`config.mk`:
```
export PLATFORM = sky130hd
export DESIGN_NAME = tdic_top
export DESIGN_NICKNAME = d
export VERILOG_FILES = /design/src/hw/tdic_pkg.sv /design/src/hw/tdic_top.sv
export SDC_FILE = /design/constraint.sdc
export NUM_CORES = 2
export LEC_CHECK = 0
export BUFFER_PORTS_ARGS = -buffer_cell sky130_fd_sc_hd__buf_4
export CORE_MARGIN = 1.5
export CORE_UTILIZATION = 40
export CTS_CLUSTER_DIAMETER = 30
export CTS_CLUSTER_SIZE = 40
export DETAILED_ROUTE_END_ITERATION = 8
export GPL_TIMING_DRIVEN = 0
export MAX_ROUTING_LAYER = met4
export PLACE_DENSITY = 0.59
export SLEW_MARGIN = 10
export SYNTH_ARGS = -nofsm -noshare
export SYNTH_HDL_FRONTEND = slang
export SYNTH_SLANG_ARGS = --single-unit
```
`constraint.sdc`:
```
create_clock -name CLK_I -period 25 [get_ports CLK_I]
set_input_delay 1.25 -clock CLK_I [delete_from_list [all_inputs] [get_ports CLK_I]]
set_output_delay 1.25 -clock CLK_I [all_outputs]
set_load 0.05 [all_outputs]
```
`src/hw/tdic_pkg.sv`:
```
package tdic_pkg;

  // ****************************************************************
  // Channel count and timing.
  // ****************************************************************
  localparam int NCH = 8;
  localparam int CLK_MHZ = 125;
  localparam int SCAN_PERIOD_US = 5000;
  localparam int SCAN_CYCLES = SCAN_PERIOD_US * CLK_MHZ;
  localparam logic [21:0] SCAN_STEP_MS = 22'h000005;
  localparam logic [21:0] AC_EXTRA_MS = 22'h00001E;

  // ****************************************************************
  // Field widths and reset values.
  // ****************************************************************
  localparam int THR_W = 11;
  localparam int DLY_W = 21;
  localparam int VOLT_W = 19;
  localparam int CNT_W = 32;
  localparam logic [THR_W-1:0] UPPER_TRIP_RST = 11'h370;
  localparam logic [THR_W-1:0] LOWER_TRIP_RST = 11'h258;
  localparam logic [19:0] DECIVOLT_TO_MV = 20'h00064;
  localparam logic [19:0] AC_RELEASE_MUL = 20'h0000A;

  // ****************************************************************
  // Register map, byte addresses.
  // ****************************************************************
  localparam int ADDR_W = 12;
  localparam logic [11:0] REG_STATE = 12'h000;
  localparam logic [11:0] REG_IRQ_STATUS = 12'h004;
  localparam logic [11:0] REG_IRQ_MASK = 12'h008;
  localparam logic [11:0] REG_CNT_CLEAR = 12'h00C;
  localparam logic [11:0] REG_CHAN_BASE = 12'h010;
  localparam logic [3:0] CH_PAGE = 4'h1;
  localparam logic [2:0] CH_UPPER_TRIP = 3'h0;
  localparam logic [2:0] CH_LOWER_TRIP = 3'h1;
  localparam logic [2:0] CH_ACT_DELAY = 3'h2;
  localparam logic [2:0] CH_DROP_DELAY = 3'h3;
  localparam logic [2:0] CH_CONFIG = 3'h4;
  localparam logic [2:0] CH_COUNTER = 3'h5;
  localparam logic [2:0] CH_VOLTAGE = 3'h6;
  localparam int CFG_NC_BIT = 0;
  localparam int CFG_AC_BIT = 1;

  typedef logic [NCH-1:0][VOLT_W-1:0] tdic_volt_bus_t;

  typedef struct packed {
    logic [ADDR_W-1:0] addr;
    logic [31:0] wdata;
    logic we;
    logic re;
  } tdic_bus_req_t;

  typedef struct packed {
    logic [THR_W-1:0] upper_trip;
    logic [THR_W-1:0] lower_trip;
    logic [DLY_W-1:0] act_delay;
    logic [DLY_W-1:0] drop_delay;
    logic nc;
    logic ac;
    logic energized;
    logic state;
    logic [21:0] dly_cnt;
    logic [CNT_W-1:0] count;
    logic [VOLT_W-1:0] volt;
  } tdic_chan_t;

  typedef struct packed {
    tdic_chan_t [NCH-1:0] ch;
    logic [19:0] tick_cnt;
    logic tick;
    logic [2*NCH-1:0] irq_status;
    logic [2*NCH-1:0] irq_mask;
    logic irq;
    logic [31:0] rdata;
  } tdic_state_t;

endpackage

```
`src/hw/tdic_top.sv`:
```
// The register offsets and the plain strobed port were chosen for this implementation.
`timescale 1ns/1ps
// Behaviour
// RULE1: Eight independent isolated channels, each with own path and settings.
// RULE2: Every channel is sampled and updated once per 5 ms scan.
// RULE3: Per-channel upper trip voltage, 0.1 V steps, default 88 V.
// RULE4: Per-channel lower trip voltage, 0.1 V steps, default 60 V.
// RULE5: Normally open: above upper trip active, below lower trip inactive.
// RULE6: Normally closed: above upper trip inactive, below lower active.
// RULE7: Per-channel polarity, default normally open, sets energized level.
// RULE8: Rising change waits a programmable delay, 1 ms steps, default 0.
// RULE9: Falling change waits a programmable delay, 1 ms steps, default 0.
// RULE10: Alternating supply option adds 30 ms to falling delay; default off.
// RULE11: With that option the lower trip is ten percent of upper trip.
// RULE12: Per-channel 32-bit counter of rising changes, reset to zero.
// RULE13: Clear command zeroes a channel counter; idle value does nothing.
// RULE14: Present channel voltage is reported with 1 mV resolution.
// RULE15: Trip settings are stored and applied per channel.
// RULE16: Channel k is numbered k plus the count of preceding inputs.
// RULE17: Between the trip voltages a channel keeps its previous raw state.
// RULE18: Delays count whole scan ticks; reverting raw state cancels them.
module tdic_top #(
  parameter int SCAN_CYCLES = tdic_pkg::SCAN_CYCLES,
  parameter logic [7:0] CHAN_BASE = 8'h00
) (
  input wire logic CLK_I,
  input wire logic RESETN_I,
  input wire tdic_pkg::tdic_bus_req_t BUS_I,
  input wire tdic_pkg::tdic_volt_bus_t VOLT_I,
  output logic [31:0] RDATA_O,
  output logic [tdic_pkg::NCH-1:0] STATE_O,
  output logic IRQ_O
);

  tdic_pkg::tdic_state_t st_reg;
  tdic_pkg::tdic_state_t st_next;

  // ****************************************************************
  // Next-state logic.
  // ****************************************************************
  // The voltage bus comes from the on-card converter logic on this same
  // clock, so it is read without synchronising flops.
  always_comb begin
    logic [19:0] up_mv;
    logic [19:0] lo_mv;
    logic [19:0] vin;
    logic [21:0] dly;
    logic en;
    logic raw;
    logic [2:0] idx;
    logic [2:0] sel;
    logic [2*tdic_pkg::NCH-1:0] ev;
    logic [tdic_pkg::NCH-1:0] clr;
    logic [2*tdic_pkg::NCH-1:0] w1c;
    up_mv = 20'h00000;
    lo_mv = 20'h00000;
    vin = 20'h00000;
    dly = 22'h000000;
    en = 1'b0;
    raw = 1'b0;
    idx = BUS_I.addr[7:5];
    sel = BUS_I.addr[4:2];
    ev = '0;
    clr = '0;
    w1c = '0;
    st_next = st_reg;

    // RULE2: scan tick divider.
    st_next.tick = 1'b0;
    if (st_reg.tick_cnt == 20'(SCAN_CYCLES - 1)) begin
      st_next.tick_cnt = 20'h00000;
      st_next.tick = 1'b1;
    end else begin
      st_next.tick_cnt = st_reg.tick_cnt + 20'h00001;
    end

    if (BUS_I.we) begin
      if (BUS_I.addr == tdic_pkg::REG_IRQ_STATUS) begin
        w1c = BUS_I.wdata[2*tdic_pkg::NCH-1:0];
      end else if (BUS_I.addr == tdic_pkg::REG_IRQ_MASK) begin
        st_next.irq_mask = BUS_I.wdata[2*tdic_pkg::NCH-1:0];
      end else if (BUS_I.addr == tdic_pkg::REG_CNT_CLEAR) begin
        // RULE13: one bit per channel.
        clr = BUS_I.wdata[tdic_pkg::NCH-1:0];
      end else if (BUS_I.addr[11:8] == tdic_pkg::CH_PAGE) begin
        // RULE15: per-channel settings.
        if (sel == tdic_pkg::CH_UPPER_TRIP) begin
          st_next.ch[idx].upper_trip = BUS_I.wdata[tdic_pkg::THR_W-1:0];
        end else if (sel == tdic_pkg::CH_LOWER_TRIP) begin
          st_next.ch[idx].lower_trip = BUS_I.wdata[tdic_pkg::THR_W-1:0];
        end else if (sel == tdic_pkg::CH_ACT_DELAY) begin
          st_next.ch[idx].act_delay = BUS_I.wdata[tdic_pkg::DLY_W-1:0];
        end else if (sel == tdic_pkg::CH_DROP_DELAY) begin
          st_next.ch[idx].drop_delay = BUS_I.wdata[tdic_pkg::DLY_W-1:0];
        end else if (sel == tdic_pkg::CH_CONFIG) begin
          // RULE7: polarity select.
          st_next.ch[idx].nc = BUS_I.wdata[tdic_pkg::CFG_NC_BIT];
          st_next.ch[idx].ac = BUS_I.wdata[tdic_pkg::CFG_AC_BIT];
        end
      end
    end

    // RULE1: identical path per channel.
    for (int i = 0; i < tdic_pkg::NCH; i++) begin
      // RULE13: zero the counter.
      if (clr[i]) begin
        st_next.ch[i].count = '0;
      end
      if (st_reg.tick) begin
        vin = {1'b0, VOLT_I[i]};
        // RULE14: voltage report in millivolts.
        st_next.ch[i].volt = VOLT_I[i];
        up_mv = 20'(st_reg.ch[i].upper_trip) * tdic_pkg::DECIVOLT_TO_MV;
        // RULE11: forced release level.
        if (st_reg.ch[i].ac) begin
          lo_mv = 20'(st_reg.ch[i].upper_trip) * tdic_pkg::AC_RELEASE_MUL;
        end else begin
          lo_mv = 20'(st_reg.ch[i].lower_trip) * tdic_pkg::DECIVOLT_TO_MV;
        end
        // RULE17: hysteresis hold.
        en = st_reg.ch[i].energized;
        if (vin > up_mv) begin
          en = 1'b1;
        end else if (vin < lo_mv) begin
          en = 1'b0;
        end
        st_next.ch[i].energized = en;
        // RULE5: RULE6: polarity applied.
        raw = en ^ st_reg.ch[i].nc;
        // RULE8: RULE9: pick delay.
        if (raw) begin
          dly = {1'b0, st_reg.ch[i].act_delay};
        end else if (st_reg.ch[i].ac) begin
          // RULE10: extra AC drop-off.
          dly = {1'b0, st_reg.ch[i].drop_delay} + tdic_pkg::AC_EXTRA_MS;
        end else begin
          dly = {1'b0, st_reg.ch[i].drop_delay};
        end
        // RULE18: whole ticks, cancel on revert.
        if (raw == st_reg.ch[i].state) begin
          st_next.ch[i].dly_cnt = 22'h000000;
        end else if (st_reg.ch[i].dly_cnt >= dly) begin
          st_next.ch[i].dly_cnt = 22'h000000;
          st_next.ch[i].state = raw;
          ev[i] = raw;
          ev[tdic_pkg::NCH + i] = ~raw;
          // RULE12: count rising changes.
          if (raw) begin
            st_next.ch[i].count = st_next.ch[i].count + 32'h00000001;
          end
        end else begin
          st_next.ch[i].dly_cnt = st_reg.ch[i].dly_cnt
            + tdic_pkg::SCAN_STEP_MS;
        end
      end
    end

    // A new event in the cycle of its clear stays set.
    st_next.irq_status = (st_reg.irq_status & ~w1c) | ev;
    st_next.irq = |(st_next.irq_status & st_next.irq_mask);

    // ****************************************************************
    // Read path, one cycle latency.
    // ****************************************************************
    st_next.rdata = 32'h00000000;
    if (BUS_I.re) begin
      if (BUS_I.addr == tdic_pkg::REG_STATE) begin
        for (int i = 0; i < tdic_pkg::NCH; i++) begin
          st_next.rdata[i] = st_reg.ch[i].state;
        end
      end else if (BUS_I.addr == tdic_pkg::REG_IRQ_STATUS) begin
        st_next.rdata = 32'(st_reg.irq_status);
      end else if (BUS_I.addr == tdic_pkg::REG_IRQ_MASK) begin
        st_next.rdata = 32'(st_reg.irq_mask);
      end else if (BUS_I.addr == tdic_pkg::REG_CHAN_BASE) begin
        // RULE16: channel numbering offset.
        st_next.rdata = 32'(CHAN_BASE);
      end else if (BUS_I.addr[11:8] == tdic_pkg::CH_PAGE) begin
        if (sel == tdic_pkg::CH_UPPER_TRIP) begin
          st_next.rdata = 32'(st_reg.ch[idx].upper_trip);
        end else if (sel == tdic_pkg::CH_LOWER_TRIP) begin
          st_next.rdata = 32'(st_reg.ch[idx].lower_trip);
        end else if (sel == tdic_pkg::CH_ACT_DELAY) begin
          st_next.rdata = 32'(st_reg.ch[idx].act_delay);
        end else if (sel == tdic_pkg::CH_DROP_DELAY) begin
          st_next.rdata = 32'(st_reg.ch[idx].drop_delay);
        end else if (sel == tdic_pkg::CH_CONFIG) begin
          st_next.rdata[tdic_pkg::CFG_NC_BIT] = st_reg.ch[idx].nc;
          st_next.rdata[tdic_pkg::CFG_AC_BIT] = st_reg.ch[idx].ac;
        end else if (sel == tdic_pkg::CH_COUNTER) begin
          st_next.rdata = st_reg.ch[idx].count;
        end else if (sel == tdic_pkg::CH_VOLTAGE) begin
          st_next.rdata = 32'(st_reg.ch[idx].volt);
        end
      end
    end
  end

  // ****************************************************************
  // State register.
  // ****************************************************************
  always_ff @(posedge CLK_I or negedge RESETN_I) begin
    if (!RESETN_I) begin
      st_reg <= '0;
      for (int i = 0; i < tdic_pkg::NCH; i++) begin
        // RULE3: RULE4: trip defaults.
        st_reg.ch[i].upper_trip <= tdic_pkg::UPPER_TRIP_RST;
        st_reg.ch[i].lower_trip <= tdic_pkg::LOWER_TRIP_RST;
      end
    end else begin
      st_reg <= st_next;
    end
  end

  assign RDATA_O = st_reg.rdata;
  assign IRQ_O = st_reg.irq;
  for (genvar g = 0; g < tdic_pkg::NCH; g++) begin : g_state
    assign STATE_O[g] = st_reg.ch[g].state;
  end

endmodule

```
==> impl_metrics.py <==
metrics = {
    "status": {
        "status": "finished with violations",
        "failed_checks": "max-capacitance violations",
    },
    "power": {
        "clock_share_of_power": 0.644,
        "netSwitchingFraction": 0.2578,
        "leakage_uw": 0.05400,
        "pwr-share-seq": 0.270,
        "vdd_drop_max_v": 0.00006087,
        "cellInternalPower_uw": 5631,
        "p_per_area_nw_per_um2": 67.24,
        "total_power_uw": 7586,
        "p_switching_uw": 1956,
        "share_comb_of_total_power": 0.086,
    },
    "yosys": {
        "synth-edff-count": 0,
        "synth_nets": 11604,
        "postSynthAreaPerCell_um2": 9.239,
        "yosys_register_bits": 1214,
        "post_synth_instance_area_um2": 93320,
        "synth_ff_type": "dfrtp_1",
        "synth-async-reset-ratio": 1.000,
        "synthDominantAreaCellType": "dfrtp_1",
        "ys_seq_area_frac": 0.3265,
        "synth_largest_type_area_fraction": 0.3062,
        "yosys-top-cells-area": "dfrtp_1, ha_1, mux2_2, o21ai_0, a21oi_1",
        "post_synth_num_cell_types": 97,
        "postSynthCellCount": 10100,
        "synth-warning-count": 0,
    },
    "timing": {
        "timing.final.setup_violations": 0,
        "layout_min_cycle_time_ns": 12.88,
        "tightestPinTransition_ns": 1.494,
        "setup_repair_after_global_routing_missed_its_margin": "false",
        "timing.final.max_slew_violations": 0,
        "post-route-period-util": 0.5152,
        "setup-tns-final_ns": 0,
        "clock_skew_ns": 0.06378,
        "clock.fmax_ghz": 0.07764,
        "finalWorstSetupSlack_ns": 12.12,
        "relSlewSlack": 0.004016,
        "finalHoldViolCount": 0,
    },
    "route": {
        "antenna_left": 0,
        "detailedRoute.firstIterationViolations": 10420,
        "via_count": 88582,
        "route.final.wire_length_mm": 488.5,
        "detail_route.first_pass.iterations": 8,
        "detail_route.wl_per_cell_um": 34.58,
        "drc": 0,
        "via_per_inst": 6.270,
    },
    "floorplanning": {
        "die_height_um": 486.0,
        "placementRows": 177,
        "fp.coreArea_um2": 232300,
        "initial_utilization": 0.4017,
        "floorplan.die.width_um": 486.0,
        "i_o_pin_count": 241,
        "dieArea_um2": 236200,
    },
    "hold_path": {
        "holdCritPathClass": "primary input to async pin",
    },
    "worst_setup_path": {
        "crit_path_start_kind": "flop",
        "r2r_setup_slack_ns": 12.12,
        "cp_data_required_time_ns": 25.83,
        "cp-end-kind": "flop",
        "timing.critical_path.from": "st_reg[500]$_DFFE_PN0P_",
        "r2r-end": "st_reg[388]$_DFF_PN0_",
        "path_max_fanout": 10,
        "critPathArrivalTime_ns": 13.71,
        "r2r_start": "st_reg[500]$_DFFE_PN0P_",
        "max_stage_delay_ns": 0.91,
        "critPathKind": "flop to flop",
        "critical-path-top-cell-by-count": "ha_1",
        "worst-r2r-cell-count": 32,
        "crit_path_top_delay_cell": "a31oi_1",
    },
    "grt": {
        "globalRouteTotalUtil": 0.4171,
        "gr-total-overflow": 0,
        "grt_pass1_wl_mm": 668.4,
        "antenna_found_initial": 73,
        "largest_net_degree_at_the_start_of_global_routing": 144,
        "grt_pass1_vias": 84214,
    },
    "finish": {
        "layout.cells.most_common": "ha_1",
        "drive_gt1_frac": 0.1597,
        "fillers": 21837,
        "largest_register_ffs": 1173,
        "final_nets": 12236,
        "area_delta_synth_final_pct": 20.90,
        "most_frequent_cells_in_the_layout": "ha_1, dfrtp_1, nand2_1",
        "final_core_utilization": 0.4856,
    },
    "flow_run": {
        "cap_viol_max_count": 2,
    },
    "clock_tree": {
        "h_tree_depth": 5,
        "cts_made_buffers": 376,
        "cts.hold.buffers_added": 0,
        "clock_tree_buf_depth": 4,
        "clock-sinks": 1214,
        "clk_pin_slew_ns": 0.05,
        "ctsRootBufferMaster": "clkbuf_16",
        "tritoncts": "done",
        "worst_skew_pair_later_pin_latency_ns": 0.97,
        "post_cts_buffers": 0,
        "post_cts_resize_count": 0,
    },
    "placed_design": {
        "dp_slack_ns": 12.31,
        "detailed_place_hpwl_mm": 387.2,
        "port-buffer-count": 217,
        "final_weighted_congestion_in_routability_driven_placement": 1.097,
    },
}
==> worst max-delay path, delay by kind of cell (launching register included) <==
family	cells	cell delay, ns
AOI/OAI and AO/OA	13	3.59
xor gates and xnor gates	1	0.38
adders and majority gates	6	2.11
buffers and inverters	3	2.24
DFF	1	0.71
muxes	1	0.40
and+or+nand+nor	8	3.25
==> worst max path at each step <==
stage	to	slack, ns
CTS	st_reg[388]$_DFF_PN0_	12.31
detailed placement	st_reg[388]$_DFF_PN0_	12.31
floorplan	st_reg[131]$_DFF_PN0_	16.58
global route	st_reg[392]$_DFF_PN0_	11.87
finish	st_reg[388]$_DFF_PN0_	12.12
global placement	st_reg[806]$_DFFE_PN0P_	6.85
==> per-stage QoR <==
| step | hold WS (ns) | area (µm²) | cells |
|---|---|---|---|
| 6_report | 0.2093 | 112800 | 14127 |
| 5_1_grt | 0.2399 | 112800 | 14114 |
| 4_1_cts | 0.2234 | 112600 | 14067 |
| 3_5_place_dp | 0.4677 | 99620 | 13395 |
| 3_3_place_gp | 0.4467 | 98750 | 13360 |
| 2_1_floorplan | 0.4331 | 93320 | 10100 |
==> synthesized netlist by cell type (all sizes together), types with 20 or more instances <==
| library cell | n |
|---|---|
| a2111oi | 22 |
| a211o | 20 |
| a211oi | 67 |
| a21boi | 50 |
| a21o | 127 |
| a21oi | 616 |
| a22oi | 129 |
| a31o | 21 |
| a31oi | 39 |
| a41oi | 24 |
| and2 | 64 |
| and3 | 171 |
| and4 | 41 |
| buf | 91 |
| clkbuf | 397 |
| dfrtp | 1142 |
| dfstp | 72 |
| fa | 104 |
| ha | 1200 |
| inv | 753 |
| mux2 | 577 |
| mux2i | 117 |
| nand2 | 799 |
| nand2b | 62 |
| nand3 | 239 |
| nand4 | 155 |
| nor2 | 581 |
| nor2b | 92 |
| nor3 | 182 |
| nor4 | 82 |
| o211ai | 37 |
| o21a | 66 |
| o21ai | 666 |
| o21bai | 29 |
| o221ai | 30 |
| o22a | 31 |
| o22ai | 231 |
| o2bb2ai | 32 |
| o31ai | 54 |
| o41ai | 28 |
| or3 | 113 |
| or4 | 36 |
| xnor2 | 215 |
| xor2 | 240 |
==> cell type report <==
| cell class | count | area (µm²) | area share |
|---|---|---|---|
| Timing Repair Buffer | 254 | 2306 | 0.02044 |
| Sequential cell | 1214 | 30470 | 0.2701 |
| Clock buffer | 508 | 10900 | 0.09664 |
| Buffer | 488 | 2095 | 0.01857 |
| Multi-Input combinational cell | 7643 | 58150 | 0.5154 |
| Antenna cell | 58 | 145.1 | 0.001286 |
| Inverter | 755 | 2834 | 0.02512 |
| Clock inverter | 164 | 2108 | 0.01869 |
| Tap cell | 3043 | 3807 | 0.03375 |
==> cells by family (layout without fill, tap and decap cells) <==
family,after synthesis,after routing,synth area share
adder cells (fa/ha/maj),1304,1304,0.1832
AND/OR/NAND/NOR,2712,2712,0.1436
flip-flops,1214,1214,0.3265
AO/OA/AOI/OAI,2462,2462,0.1660
XOR/XNOR,463,463,0.04484
other,0,58,0
buffers and inverters,1243,2169,0.05179
multiplexers,702,702,0.08411
==> metal layers <==
| layer | global-route usage | vias to the layer above | wire length, µm |
|---|---|---|---|
| li1 | - | 38080 | - |
| met3 | 0.09530 | 1328 | 43380 |
| met5 | - | - | 0 |
| met1 | 0.5277 | 44540 | 202300 |
| met4 | 0.2598 | 0 | 35340 |
| met2 | 0.6005 | 4634 | 207500 |
==> power groups by stage <==
stage	clock [µW]	sequential [µW]	combinational (µW)
floorplan	0	2050	288
global placement	0	2080	597
detailed placement	0	2080	620
CTS	4900	2050	623
global route	5020	2050	676
finish	4890	2050	649
Note: power is estimated with default switching activity, not from simulation.
